`config.mk`:
```
export PLATFORM = sky130hd
export DESIGN_NAME = ett_timer_core
export DESIGN_NICKNAME = d
export VERILOG_FILES = /design/src/core/ett_pkg.sv /design/src/core/ett_timer_core.sv /design/src/core/ett_tick_gen.sv
export VERILOG_INCLUDE_DIRS = /design/src /design/src/core
export SDC_FILE = /design/constraint.sdc
export NUM_CORES = 1
export LEC_CHECK = 0
export BUFFER_PORTS_ARGS = -buffer_cell sky130_fd_sc_hd__buf_2
export CORE_MARGIN = 4
export CORE_UTILIZATION = 55
export DETAILED_ROUTE_END_ITERATION = 6
export PLACE_DENSITY = 0.87
export SETUP_SLACK_MARGIN = 0.15
export SYNTH_ARGS = -nofsm -noshare
export SYNTH_HDL_FRONTEND = slang
export SYNTH_SLANG_ARGS = --single-unit
```
`constraint.sdc`:
```
create_clock -name core_clk -period 5.35 [get_ports core_clk]
set_clock_uncertainty 0.15 [all_clocks]
set_input_delay 0 -clock core_clk [delete_from_list [all_inputs] [get_ports core_clk]]
set_output_delay 0 -clock core_clk [all_outputs]
set_load 0.005 [all_outputs]
```
`src/core/ett_cfg.svh`:
```
// constants of the eight-bit timer counter core: widths, fields, codes
`ifndef ETT_CFG_SVH
`define ETT_CFG_SVH

// =============================================================
// count range
`define ETT_BOTTOM 8'h00
`define ETT_MAX 8'hff
`define ETT_ONE 8'h01
`define ETT_RST_8 8'h00

// =============================================================
// control register fields
`define ETT_CTRL_A_MASK 8'h03
`define ETT_CTRL_B_MASK 8'h0f
`define ETT_WGM_LO_MSB 1
`define ETT_WGM_LO_LSB 0
`define ETT_WGM_HI_BIT 3
`define ETT_CS_MSB 2
`define ETT_CS_LSB 0

// =============================================================
// flag and mask register fields
`define ETT_IRQ_MASK 8'h07
`define ETT_BIT_OVF 0
`define ETT_BIT_MATCH_A 1
`define ETT_BIT_MATCH_B 2

// =============================================================
// clock source codes
`define ETT_CS_OFF 3'h0
`define ETT_CS_DIV1 3'h1
`define ETT_CS_DIV8 3'h2
`define ETT_CS_DIV64 3'h3
`define ETT_CS_DIV256 3'h4
`define ETT_CS_DIV1024 3'h5
`define ETT_CS_EXT_FALL 3'h6
`define ETT_CS_EXT_RISE 3'h7

// =============================================================
// prescaler terminal masks, a tick when all masked bits are one
`define ETT_PS_ONE 10'h001
`define ETT_PS_RST 10'h000
`define ETT_PS_M8 10'h007
`define ETT_PS_M64 10'h03f
`define ETT_PS_M256 10'h0ff
`define ETT_PS_M1024 10'h3ff

// =============================================================
// waveform mode codes
`define ETT_WGM_NORMAL 3'h0
`define ETT_WGM_PC_MAX 3'h1
`define ETT_WGM_CTC 3'h2
`define ETT_WGM_FAST_MAX 3'h3
`define ETT_WGM_PC_CMP 3'h5
`define ETT_WGM_FAST_CMP 3'h7

`endif

```
`src/core/ett_pkg.sv`:
```
// types shared by the eight-bit timer counter core
package ett_pkg;

  // =============================================================
  // one byte write strobe with its data
  typedef struct packed {
    logic en; // one-cycle write pulse
    logic [7:0] data; // value written
  } ett_wr_s;

  // =============================================================
  // counting sequence families, one-hot
  typedef enum logic [3:0] {
    ETT_SEQ_NORMAL = 4'b0001,
    ETT_SEQ_CTC = 4'b0010,
    ETT_SEQ_FAST = 4'b0100,
    ETT_SEQ_PHASE = 4'b1000
  } ett_seq_e;

endpackage

```
`src/core/ett_timer_core.sv`:
```
// counter core of an eight-bit timer counter with two compare channels
`timescale 1ns/1ns
`include "ett_cfg.svh"

// What this block does
// - count and compares are 8-bit CPU registers
// - tick from prescaler or external count pin
// - selector picks source and active edge
// - selector zero: no ticks, counter stopped
// - count readable and writable at any time
// - CPU count write beats clear or count
// - each tick clears, increments or decrements
// - bidirectional counter with internal direction bit
// - three-bit mode split across control A/B
// - clock source selector lives in control B
// - flag bottom at 0x00, max at 0xFF
// - top is 0xFF or compare A
// - compares checked against count continuously
// - compare match sets that channel's flag
// - flags visible together, each individually maskable
// - overflow flag set per waveform mode
// - three interrupt sources: overflow, A, B
// - match sets flag on the next tick
// - write-one or interrupt service clears flag
// - mode 0: up, wrap, overflow at zero
// - mode 2: clear on compare A match

module ett_timer_core (
  input wire logic core_clk,
  input wire logic rst_n,
  input wire logic ext_count_pin,
  input wire ett_pkg::ett_wr_s count_wr,
  input wire ett_pkg::ett_wr_s compare_a_wr,
  input wire ett_pkg::ett_wr_s compare_b_wr,
  input wire ett_pkg::ett_wr_s ctrl_a_wr,
  input wire ett_pkg::ett_wr_s ctrl_b_wr,
  input wire ett_pkg::ett_wr_s irq_mask_wr,
  input wire ett_pkg::ett_wr_s irq_flag_clr,
  input wire logic [2:0] irq_service_ack,
  output logic [7:0] count_value,
  output logic [7:0] compare_a_value,
  output logic [7:0] compare_b_value,
  output logic [7:0] control_reg_a,
  output logic [7:0] control_reg_b,
  output logic [7:0] timer_irq_flag_reg,
  output logic [7:0] timer_irq_mask_reg,
  output logic [2:0] irq_req,
  output logic at_bottom,
  output logic at_max,
  output logic match_a,
  output logic match_b,
  output logic count_dir_up
);

  // =============================================================
  // state
  logic [7:0] count_q; // counter
  logic [7:0] count_d;
  logic dir_up_q; // direction, one counts up
  logic dir_up_d;
  logic [7:0] ctrl_a_q; // control A, defined bits only
  logic [7:0] ctrl_b_q; // control B, defined bits only
  logic [7:0] buf_a_q; // CPU side of compare A
  logic [7:0] buf_b_q; // CPU side of compare B
  logic [7:0] act_a_q; // value compared against the count
  logic [7:0] act_b_q;
  logic [7:0] act_a_d;
  logic [7:0] act_b_d;
  logic block_q; // count was written, next tick sees no match
  logic [2:0] flag_q; // overflow, match A, match B
  logic [2:0] flag_d;
  logic [2:0] mask_q; // interrupt masks
  logic [2:0] irq_q; // registered requests
  logic bottom_q; // registered bottom indication
  logic max_q; // registered max indication
  logic match_a_q; // registered compare A equality
  logic match_b_q; // registered compare B equality

  // =============================================================
  // decode
  logic timer_tick; // one-cycle tick from the clock selector
  logic [2:0] waveform_mode_sel; // full three-bit mode
  logic [2:0] clock_source_sel; // clock selector field
  ett_pkg::ett_seq_e seq; // sequence family of the mode
  logic [7:0] top_val; // top of the sequence
  logic pwm; // buffered compare modes
  logic ovf_set; // overflow event this cycle
  logic upd; // load buffered compares this cycle
  logic set_a; // compare A event this cycle
  logic set_b; // compare B event this cycle
  logic [2:0] clr; // flag clears this cycle

  // mode bits 1:0 in control A, bit 2 in control B
  assign waveform_mode_sel = {ctrl_b_q[`ETT_WGM_HI_BIT],
    ctrl_a_q[`ETT_WGM_LO_MSB:`ETT_WGM_LO_LSB]};
  assign clock_source_sel =
    ctrl_b_q[`ETT_CS_MSB:`ETT_CS_LSB];

  // =============================================================
  // clock selection
  ett_tick_gen u_tick (
    .core_clk(core_clk),
    .rst_n(rst_n),
    .clock_source_sel(clock_source_sel),
    .ext_count_pin(ext_count_pin),
    .timer_tick(timer_tick)
  );

  // =============================================================
  // mode decode: family and top value
  // reserved modes fall back to the plain up count
  always_comb
  begin
    case (waveform_mode_sel)
      `ETT_WGM_NORMAL:
      begin
        seq = ett_pkg::ETT_SEQ_NORMAL;
        top_val = `ETT_MAX;
      end
      `ETT_WGM_CTC:
      begin
        seq = ett_pkg::ETT_SEQ_CTC;
        top_val = act_a_q;
      end
      `ETT_WGM_PC_MAX:
      begin
        seq = ett_pkg::ETT_SEQ_PHASE;
        top_val = `ETT_MAX;
      end
      `ETT_WGM_PC_CMP:
      begin
        seq = ett_pkg::ETT_SEQ_PHASE;
        top_val = act_a_q;
      end
      `ETT_WGM_FAST_MAX:
      begin
        seq = ett_pkg::ETT_SEQ_FAST;
        top_val = `ETT_MAX;
      end
      `ETT_WGM_FAST_CMP:
      begin
        seq = ett_pkg::ETT_SEQ_FAST;
        top_val = act_a_q;
      end
      default:
      begin
        seq = ett_pkg::ETT_SEQ_NORMAL;
        top_val = `ETT_MAX;
      end
    endcase
  end

  assign pwm = (seq == ett_pkg::ETT_SEQ_FAST) ||
    (seq == ett_pkg::ETT_SEQ_PHASE);

  // =============================================================
  // next count, direction and overflow event
  always_comb
  begin
    count_d = count_q;
    dir_up_d = 1'b1;
    ovf_set = 1'b0;
    upd = 1'b0;
    if (timer_tick)
    begin
      case (seq)
        ett_pkg::ETT_SEQ_NORMAL:
        begin
          // plain up count, wraps through zero
          count_d = count_q + `ETT_ONE;
          ovf_set = (count_q == `ETT_MAX);
        end
        ett_pkg::ETT_SEQ_CTC:
        begin
          if (count_q == top_val)
            count_d = `ETT_BOTTOM;
          else
            count_d = count_q + `ETT_ONE;
          ovf_set = (count_q == `ETT_MAX);
        end
        ett_pkg::ETT_SEQ_FAST:
        begin
          // overflow and buffer load where the count restarts
          if (count_q == top_val)
          begin
            count_d = `ETT_BOTTOM;
            ovf_set = 1'b1;
            upd = 1'b1;
          end
          else
            count_d = count_q + `ETT_ONE;
        end
        ett_pkg::ETT_SEQ_PHASE:
        begin
          // up to top, down to bottom; overflow at bottom
          if (dir_up_q)
          begin
            if (count_q == top_val)
            begin
              dir_up_d = 1'b0;
              count_d = count_q - `ETT_ONE;
              upd = 1'b1;
            end
            else
              count_d = count_q + `ETT_ONE;
          end
          else
          begin
            if (count_q == `ETT_BOTTOM)
            begin
              count_d = count_q + `ETT_ONE;
              ovf_set = 1'b1;
            end
            else
            begin
              dir_up_d = 1'b0;
              count_d = count_q - `ETT_ONE;
            end
          end
        end
        default:
          count_d = count_q;
      endcase
    end
    else if (seq == ett_pkg::ETT_SEQ_PHASE)
      dir_up_d = dir_up_q; // direction holds between ticks
    // a CPU write wins over any clear or count in the same cycle
    if (count_wr.en)
      count_d = count_wr.data;
  end

  // =============================================================
  // counter and direction registers
  always_ff @(posedge core_clk or negedge rst_n)
  begin
    if (!rst_n)
    begin
      count_q <= `ETT_RST_8;
      dir_up_q <= 1'b1;
    end
    else
    begin
      count_q <= count_d;
      dir_up_q <= dir_up_d;
    end
  end

  // =============================================================
  // control and mask registers, undefined bits read zero
  always_ff @(posedge core_clk or negedge rst_n)
  begin
    if (!rst_n)
    begin
      ctrl_a_q <= `ETT_RST_8;
      ctrl_b_q <= `ETT_RST_8;
      mask_q <= 3'h0;
    end
    else
    begin
      if (ctrl_a_wr.en)
        ctrl_a_q <= ctrl_a_wr.data & `ETT_CTRL_A_MASK;
      if (ctrl_b_wr.en)
        ctrl_b_q <= ctrl_b_wr.data & `ETT_CTRL_B_MASK;
      if (irq_mask_wr.en)
        mask_q <= irq_mask_wr.data[2:0];
    end
  end

  // =============================================================
  // compare registers
  // pwm modes load the compared value only at the top, so a write
  // mid-period cannot give a short pulse; other modes act at once
  always_comb
  begin
    act_a_d = act_a_q;
    act_b_d = act_b_q;
    if (!pwm)
    begin
      act_a_d = compare_a_wr.en ? compare_a_wr.data : buf_a_q;
      act_b_d = compare_b_wr.en ? compare_b_wr.data : buf_b_q;
    end
    else if (upd)
    begin
      act_a_d = buf_a_q;
      act_b_d = buf_b_q;
    end
  end

  always_ff @(posedge core_clk or negedge rst_n)
  begin
    if (!rst_n)
    begin
      buf_a_q <= `ETT_RST_8;
      buf_b_q <= `ETT_RST_8;
      act_a_q <= `ETT_RST_8;
      act_b_q <= `ETT_RST_8;
    end
    else
    begin
      if (compare_a_wr.en)
        buf_a_q <= compare_a_wr.data;
      if (compare_b_wr.en)
        buf_b_q <= compare_b_wr.data;
      act_a_q <= act_a_d;
      act_b_q <= act_b_d;
    end
  end

  // =============================================================
  // match blocking after a count write
  // lets software load count equal to a compare without a flag
  always_ff @(posedge core_clk or negedge rst_n)
  begin
    if (!rst_n)
      block_q <= 1'b0;
    else if (count_wr.en)
      block_q <= 1'b1;
    else if (timer_tick)
      block_q <= 1'b0;
  end

  // =============================================================
  // flags: equality seen at a tick sets the flag at that tick edge
  assign set_a = timer_tick && !block_q && !count_wr.en &&
    (count_q == act_a_q);
  assign set_b = timer_tick && !block_q && !count_wr.en &&
    (count_q == act_b_q);
  assign clr = (irq_flag_clr.en ? irq_flag_clr.data[2:0] : 3'h0) |
    irq_service_ack;

  // set beats clear so an event in the clearing cycle survives
  always_comb
  begin
    flag_d[`ETT_BIT_OVF] = ovf_set ||
      (flag_q[`ETT_BIT_OVF] && !clr[`ETT_BIT_OVF]);
    flag_d[`ETT_BIT_MATCH_A] = set_a ||
      (flag_q[`ETT_BIT_MATCH_A] && !clr[`ETT_BIT_MATCH_A]);
    flag_d[`ETT_BIT_MATCH_B] = set_b ||
      (flag_q[`ETT_BIT_MATCH_B] && !clr[`ETT_BIT_MATCH_B]);
  end

  always_ff @(posedge core_clk or negedge rst_n)
  begin
    if (!rst_n)
    begin
      flag_q <= 3'h0;
      irq_q <= 3'h0;
    end
    else
    begin
      flag_q <= flag_d;
      irq_q <= flag_q & mask_q;
    end
  end

  // =============================================================
  // registered indications of the current count
  always_ff @(posedge core_clk or negedge rst_n)
  begin
    if (!rst_n)
    begin
      bottom_q <= 1'b0;
      max_q <= 1'b0;
      match_a_q <= 1'b0;
      match_b_q <= 1'b0;
    end
    else
    begin
      bottom_q <= (count_q == `ETT_BOTTOM);
      max_q <= (count_q == `ETT_MAX);
      match_a_q <= (count_q == act_a_q);
      match_b_q <= (count_q == act_b_q);
    end
  end

  // =============================================================
  // outputs, each straight from a flop
  assign count_value = count_q;
  assign compare_a_value = buf_a_q;
  assign compare_b_value = buf_b_q;
  assign control_reg_a = ctrl_a_q;
  assign control_reg_b = ctrl_b_q;
  assign timer_irq_flag_reg = {5'h00, flag_q};
  assign timer_irq_mask_reg = {5'h00, mask_q};
  assign irq_req = irq_q;
  assign at_bottom = bottom_q;
  assign at_max = max_q;
  assign match_a = match_a_q;
  assign match_b = match_b_q;
  assign count_dir_up = dir_up_q;

endmodule // ett_timer_core

```
`src/core/ett_tick_gen.sv`:
```
// clock selection: prescaler, external pin synchroniser and edge choice
`timescale 1ns/1ns
`include "ett_cfg.svh"

module ett_tick_gen (
  input wire logic core_clk,
  input wire logic rst_n,
  input wire logic [2:0] clock_source_sel,
  input wire logic ext_count_pin,
  output logic timer_tick
);

  logic [9:0] ps_q; // free running prescaler
  logic sync1_q; // first synchroniser stage, read only by sync2_q
  logic sync2_q; // second synchroniser stage
  logic hist_q; // previous synchronised level, for edges
  logic tick_d; // selected tick, combinational
  logic tick_q; // registered tick pulse

  // =============================================================
  // prescaler
  // free running so a source change does not restart the division
  always_ff @(posedge core_clk or negedge rst_n)
  begin
    if (!rst_n)
      ps_q <= `ETT_PS_RST;
    else
      ps_q <= ps_q + `ETT_PS_ONE;
  end

  // =============================================================
  // external pin: two flops, then one more to find edges
  always_ff @(posedge core_clk or negedge rst_n)
  begin
    if (!rst_n)
    begin
      sync1_q <= 1'b0;
      sync2_q <= 1'b0;
      hist_q <= 1'b0;
    end
    else
    begin
      sync1_q <= ext_count_pin;
      sync2_q <= sync1_q;
      hist_q <= sync2_q;
    end
  end

  // =============================================================
  // source and edge choice; code zero gives no tick at all
  always_comb
  begin
    case (clock_source_sel)
      `ETT_CS_OFF: tick_d = 1'b0;
      `ETT_CS_DIV1: tick_d = 1'b1;
      `ETT_CS_DIV8: tick_d = &(ps_q | ~`ETT_PS_M8);
      `ETT_CS_DIV64: tick_d = &(ps_q | ~`ETT_PS_M64);
      `ETT_CS_DIV256: tick_d = &(ps_q | ~`ETT_PS_M256);
      `ETT_CS_DIV1024: tick_d = &(ps_q | ~`ETT_PS_M1024);
      `ETT_CS_EXT_FALL: tick_d = hist_q & ~sync2_q;
      `ETT_CS_EXT_RISE: tick_d = sync2_q & ~hist_q;
      default: tick_d = 1'b0;
    endcase
  end

  // =============================================================
  // registered tick, one cycle wide
  always_ff @(posedge core_clk or negedge rst_n)
  begin
    if (!rst_n)
      tick_q <= 1'b0;
    else
      tick_q <= tick_d;
  end

  assign timer_tick = tick_q;

endmodule // ett_tick_gen

```
### Word-level counts from Yosys, hierarchy flattened

Index checks and enable logic that the tools add are counted.

| operators by class | value |
|---|---|
| muxes and demuxes | 32 |
| eq/ne operators | 22 |
| bitwise operators | 6 |
| reduce and logical (&&, ||, !) cells | 30 |
| add/sub/neg operators | 3 |

Operators with widths:

| operator | count |
|---|---|
| two-way mux 8 bit | 13 |
| == test 8 bit | 3 |
| one-hot mux 8 bit (3 select lines) | 1 |
| == test 3 bit (second input constant) | 6 |
| two-way mux 1 bit | 13 |
| == test 3 x 2 -> 1 bit (second input constant) | 4 |
| one-hot mux 4 bit (3 select lines) | 1 |
| adder 10 x 1 -> 10 bit (second input constant) | 1 |
| AND reduction 10 bit | 1 |
| adder 8 x 1 -> 8 bit (second input constant) | 1 |
| == test 8 bit (second input constant) | 1 |
| logical NOT 8 bit | 1 |
| one-hot mux 1 bit (8 select lines) | 1 |
| AND reduction 8 bit | 1 |
| OR reduction 2 bit | 4 |
| subtractor 8 x 1 -> 8 bit (second input constant) | 1 |
| logical AND 1 bit | 7 |
| == test 3 x 1 -> 1 bit (second input constant) | 2 |
| AND reduction 6 bit | 1 |
| logical NOT 1 bit | 5 |
| == test 4 x 1 -> 1 bit (second input constant) | 1 |
| == test 4 x 2 -> 1 bit (second input constant) | 1 |
| == test 4 x 3 -> 1 bit (second input constant) | 1 |
| == test 4 bit (second input constant) | 1 |
| 15 further kinds | 21 |

| word-level totals | value |
|---|---|
| word-level logic and storage cells | 114 |
| register bits | 75 |
| input port bits | 69 |
| output and inout port bits | 64 |

### Longest topological paths before layout

| logic depth | value |
|---|---|
| depth in word-level cells | 10 |
| gate-level depth with buffers | 8 |
| mapped depth without buffers | 7 |

### By module

A second synthesis with hierarchy kept.

| unflattened totals | value |
|---|---|
| cell total of the unflattened synthesis | 387 |
| area, all modules | 4021.4 µm² |

By module, submodules not included:

| module | seq. area each (µm²) | cells an instance | area each (µm²) | instances |
|---|---|---|---|---|
| ett_timer_core | 1527.7 | 341 | 3437.0 | 1 |
| ett_tick_gen | 350.3 | 46 | 584.3 | 1 |

### Worst setup path after synthesis

OpenSTA, ideal clock, no wires.

| timing path | value |
|---|---|
| path type | reg-to-reg |
| from | reg count_q[5] (netlist: count_value[5]) |
| to | reg act_a_q[0] |
| library setup time | 125 ps |
| data required time | 5075 ps |
| data arrival time | 2224 ps |
| period minus slack after synthesis | 2499 ps |
| path slack | 2851 ps |
| buffers on the path | 2 |
| cell stages (with the launch flop) | 9 |
| cell sequence | dfrtp_1 -> buf_6 -> xnor2_1 -> o221ai_1 -> o31ai_2 -> nand2_4 -> o31ai_4 -> buf_12 -> mux2_4 |

| on the way | value |
|---|---|
| word-level cells in the longest chain between the ends | 6 |

Ends and longest elaborated chain:

| what | line | text |
|---|---|---|
| from (decl) | ett_timer_core.sv:57 | `logic [7:0] count_q;` |
| from (signal assigned) | ett_timer_core.sv:238 | `` count_q <= `ETT_RST_8; `` |
| from (signal assigned) | ett_timer_core.sv:243 | `count_q <= count_d;` |
| == test 8 bit (*) | ett_timer_core.sv:184, ett_timer_core.sv:198 |  |
| two-way mux 1 bit (*) | ett_timer_core.sv:184, ett_timer_core.sv:198 |  |
| two-way mux 1 bit | ett_timer_core.sv:196 | `if (dir_up_q)` |
| one-hot mux 1 bit (2 select lines) (*) | ett_timer_core.sv:166 | `case (seq)` |
| two-way mux 1 bit (*) | ett_timer_core.sv:164 | `if (timer_tick)` |
| inequality test 2 x 1 -> 1 bit (no source line) (*) | - |  |
| to (signal assigned) | ett_timer_core.sv:295 | `` act_a_q <= `ETT_RST_8; `` |
| to (signal assigned) | ett_timer_core.sv:304 | `act_a_q <= act_a_d;` |
| to (decl) | ett_timer_core.sv:65 | `logic [7:0] act_a_q;` |

Every way passes the cells marked *; elsewhere a longest branch is shown, timed or not.
A chain may end at the register's enable or synchronous reset.

### Worst setup path after layout

| timing path | value |
|---|---|
| from | reg count_q[4] (netlist: count_value[4]) |
| to | reg act_b_q[7] |

| on the way | value |
|---|---|
| word-level cells in the longest chain between the ends | 6 |

Ends and longest elaborated chain:

| what | line | text |
|---|---|---|
| == test 8 bit (*) | ett_timer_core.sv:184, ett_timer_core.sv:198 |  |
| two-way mux 1 bit (*) | ett_timer_core.sv:184, ett_timer_core.sv:198 |  |
| two-way mux 1 bit | ett_timer_core.sv:196 |  |
| one-hot mux 1 bit (2 select lines) (*) | ett_timer_core.sv:166 |  |
| two-way mux 1 bit (*) | ett_timer_core.sv:164 |  |
| inequality test 2 x 1 -> 1 bit (no source line) (*) | - |  |
| to (signal assigned) | ett_timer_core.sv:296 | `` act_b_q <= `ETT_RST_8; `` |
| to (signal assigned) | ett_timer_core.sv:305 | `act_b_q <= act_b_d;` |
| to (decl) | ett_timer_core.sv:66 | `logic [7:0] act_b_q;` |

Marks and branches as above.

==> out/qor.csv <==
stage,metric,value,unit
sta,rsz0062_at_grt,no,
critical_path,crit_start,count_value[4],
run,cap_viol_max_count,0,
power_and_ir_drop,peakVddDrop,158,uV
critical_path,r2r_end,act_b_q[7],
routing,routed_via_density,5.22,
placed_design,post-place-ws,2.12,ns
clock_network,cts-htree-levels,3,
placed_design,post_dp_cell_area,0.00438,mm^2
finish,drive_gt1_share,33.9,%
routing,post-route-drc-count,0,
critical_path,endpoint_kind,register,
logic_synthesis,ys_top_cells_by_area,"dfrtp_1 (46%), mux2_2 (12%), xnor2_1 (5.0%)",
logic_synthesis,yosysTopAreaCellShare,46.1,%
power_and_ir_drop,power_density,294,mW/mm^2
finish,area.growth.synth_to_final,32.5,%
placed_design,port_buffers,92,
logic_synthesis,synthTopCellsByCount,"dfrtp_1 (74), mux2_2 (44), xnor2_1 (23), a21oi_1 (21), buf_4 (20)",
finish,instances_no_fill,612,
placed_design,dp.cells,521,
critical_path,crit_fanout,16,
clock_network,cts.clk_slew.worst_paths,0.09,ns
critical_path,reg2regPathDepth,6,
critical_path,r2r-start,count_value[4],
critical_path,crit_arrival,3.37,ns
critical_path,endpoint,act_b_q[7],
routing,drtIter0Drc,215,
hold_path,worstHoldStart,ext_count_pin,
sta,setup_viol,0,
clock_network,cts_setup_buffers,0,
critical_path,critPathLaunchType,register,
logic_synthesis,ys_async_sr_fraction,100,%
logic_synthesis,ys.warnings.count,0,
hold_path,worst_hold_path_type,in -> reg,
grt,antenna_found_initial,0,
finish,design_area,0.00532,mm^2
logic_synthesis,synth.distinct_cells,58,
die,fp.dieH,93.4,um
sta,fmax,304,MHz
run_status,outcome,completed,
sta,slew_headroom,31.5,%
finish,multiInputGateArea,0.00186,mm^2
die,initial_core_util,57.8,%
sta,tightest_slew,1.03,ns
placed_design,place_hpwl,6340,um
clock_network,cts_tree,done,
sta,period_share,61.5,%
logic_synthesis,yosys.area.top_type,dfrtp_1,
sta,tns,0,ns
die,die_x,93.4,um
sta,slew_viol_final,0,
placed_design,gp_congestion,0.829,
finish,layout.area.seq,0.00188,mm^2
clock_network,clock_latency,0.35,ns
grt,first_global_vias,3378,
power_and_ir_drop,p_leak,2.50,nW
logic_synthesis,synth_area_per_cell,11.5,um^2
critical_path,required,5.43,ns
routing,wl_per_cell,16.0,um
finish,antenna_cells,0,
logic_synthesis,ys_ff_latch,75,
clock_network,ctsHoldBuffers,75,
clock_network,cts_max_path_buffers,2,
logic_synthesis,yosysMostFrequentCell,dfrtp_1,
routing,postRouteAntennaNets,0,
die,core-area,0.00694,mm^2
clock_network,cts_root_buffer,clkbuf_8,
finish,nNetsFinal,585,
critical_path,crit_type,reg -> reg,
finish,fin_util,76.6,%
logic_synthesis,synth_ff_type,dfrtp_1,
grt,grt_max_degree,76,
logic_synthesis,syn_inst,349,
die,placementRows,30,
sta,final_hold_viol_count,0,
logic_synthesis,netlist_area,0.00402,mm^2
routing,drt_wl_total,9790,um
grt,groute.usage.overall,24.1,%
sta,setup_slack,2.06,ns
clock_network,post_cts_resized,0,
grt,overflow,0,
grt,grt_pass1_wl,16400,um
logic_synthesis,synth_edf_count,0,
logic_synthesis,yosysSeqAreaShare,46.8,%
clock_network,numCtsBuffers,9,
sta,period_needed,3.29,ns
routing,first_pass_iters,4,
die,io_pins,133,
clock_network,clock-sinks,75,
die,dieArea,0.00873,mm^2
critical_path,regToRegSetupSlack,2.06,ns
routing,via_count,3197,
finish,nFillCells,455,
[placed cells by master, fill, tap and decap left out, types with 10 or more instances in the layout]
master         instances
buf_2                 91
dlygate4sd3_1         75
dfrtp_1               74
mux2_2                44
xnor2_1               23
a21oi_1               21
conb_1                20
nand2_1               19
nor2_1                15
inv_1                 13
mux2_4                10
[flip-flops by register name (all words and copies together) (netlist names), 2 cells and up]
register	flops
u_tick.ps_q	10
count_value	8
control_reg_b	4
compare_b_value	8
flag_q	3
mask_q	3
compare_a_value	8
irq_req	3
control_reg_a	2
act_b_q	8
act_a_q	8
[worst min-delay path by stage]
| stage | endpoint | slack, ns | depth (start not counted) |
|---|---|---|---|
| after floorplan | act_a_q[0] | -0.45 | 0 |
| after global placement | u_tick.sync1_q | -0.04 | 1 |
| final | u_tick.sync1_q | 0.13 | 2 |
| after global routing | u_tick.sync1_q | 0.13 | 2 |
| after CTS | u_tick.sync1_q | 0.12 | 2 |
| after detailed placement | u_tick.sync1_q | -0.04 | 1 |
[worst max-delay path: stages (launching register included)]
cell	delay, ns
dfrtp_1	0.63
and4_1	0.32
nand4_1	0.19
a211oi_4	0.44
nand2_4	0.12
o31ai_4	0.88
mux2_2	0.42
[cell type report]
cell class                 count  share of cell area [%]
inverter                      15                    1.06
tap                           96                    2.26
multi-input combinational    243                    35.0
sequential                    75                    35.3
clock buffer                   9                    2.33
clock inverter                 7                    1.27
timing repair buffer         167                    22.8
[logic make-up (layout without fill, tap and decap cells)]
family,count (synthesis),count (layout),share of synthesized area [%]
xor+xnor,29,29,6.33
buf+inv,50,198,8.66
fa+ha+maj,5,5,1.56
mux,54,54,16.1
compound gates,60,60,10.8
simple gates,75,75,9.69
other cells,1,20,0.0934
flops,75,75,46.8
[power breakdown]
part	total [mW]	switching, mW	internal, mW
Combinational	0.411	0.179	0.232
Clock	0.437	0.223	0.215
Sequential	0.718	0.0874	0.630
[metrics by stage]
step                power [mW]  hold slack [ns]
floorplan                0.983           -0.446
global placement          1.06          -0.0403
detailed placement        1.07          -0.0407
CTS                       1.57            0.117
global route              1.65            0.126
finish                    1.57            0.133
[layer usage]
metal	wire (um)	share of wire (%)	vias up	global-route usage [%]
met1	4040	41	1529	30.0
li1	-	-	1527	-
met3	583	6.0	21	4.59
met4	234	2.4	0	9.89
met2	4920	50	120	41.0
met5	0	0	-	0
No activity file was read; power rests on OpenSTA's default activity.
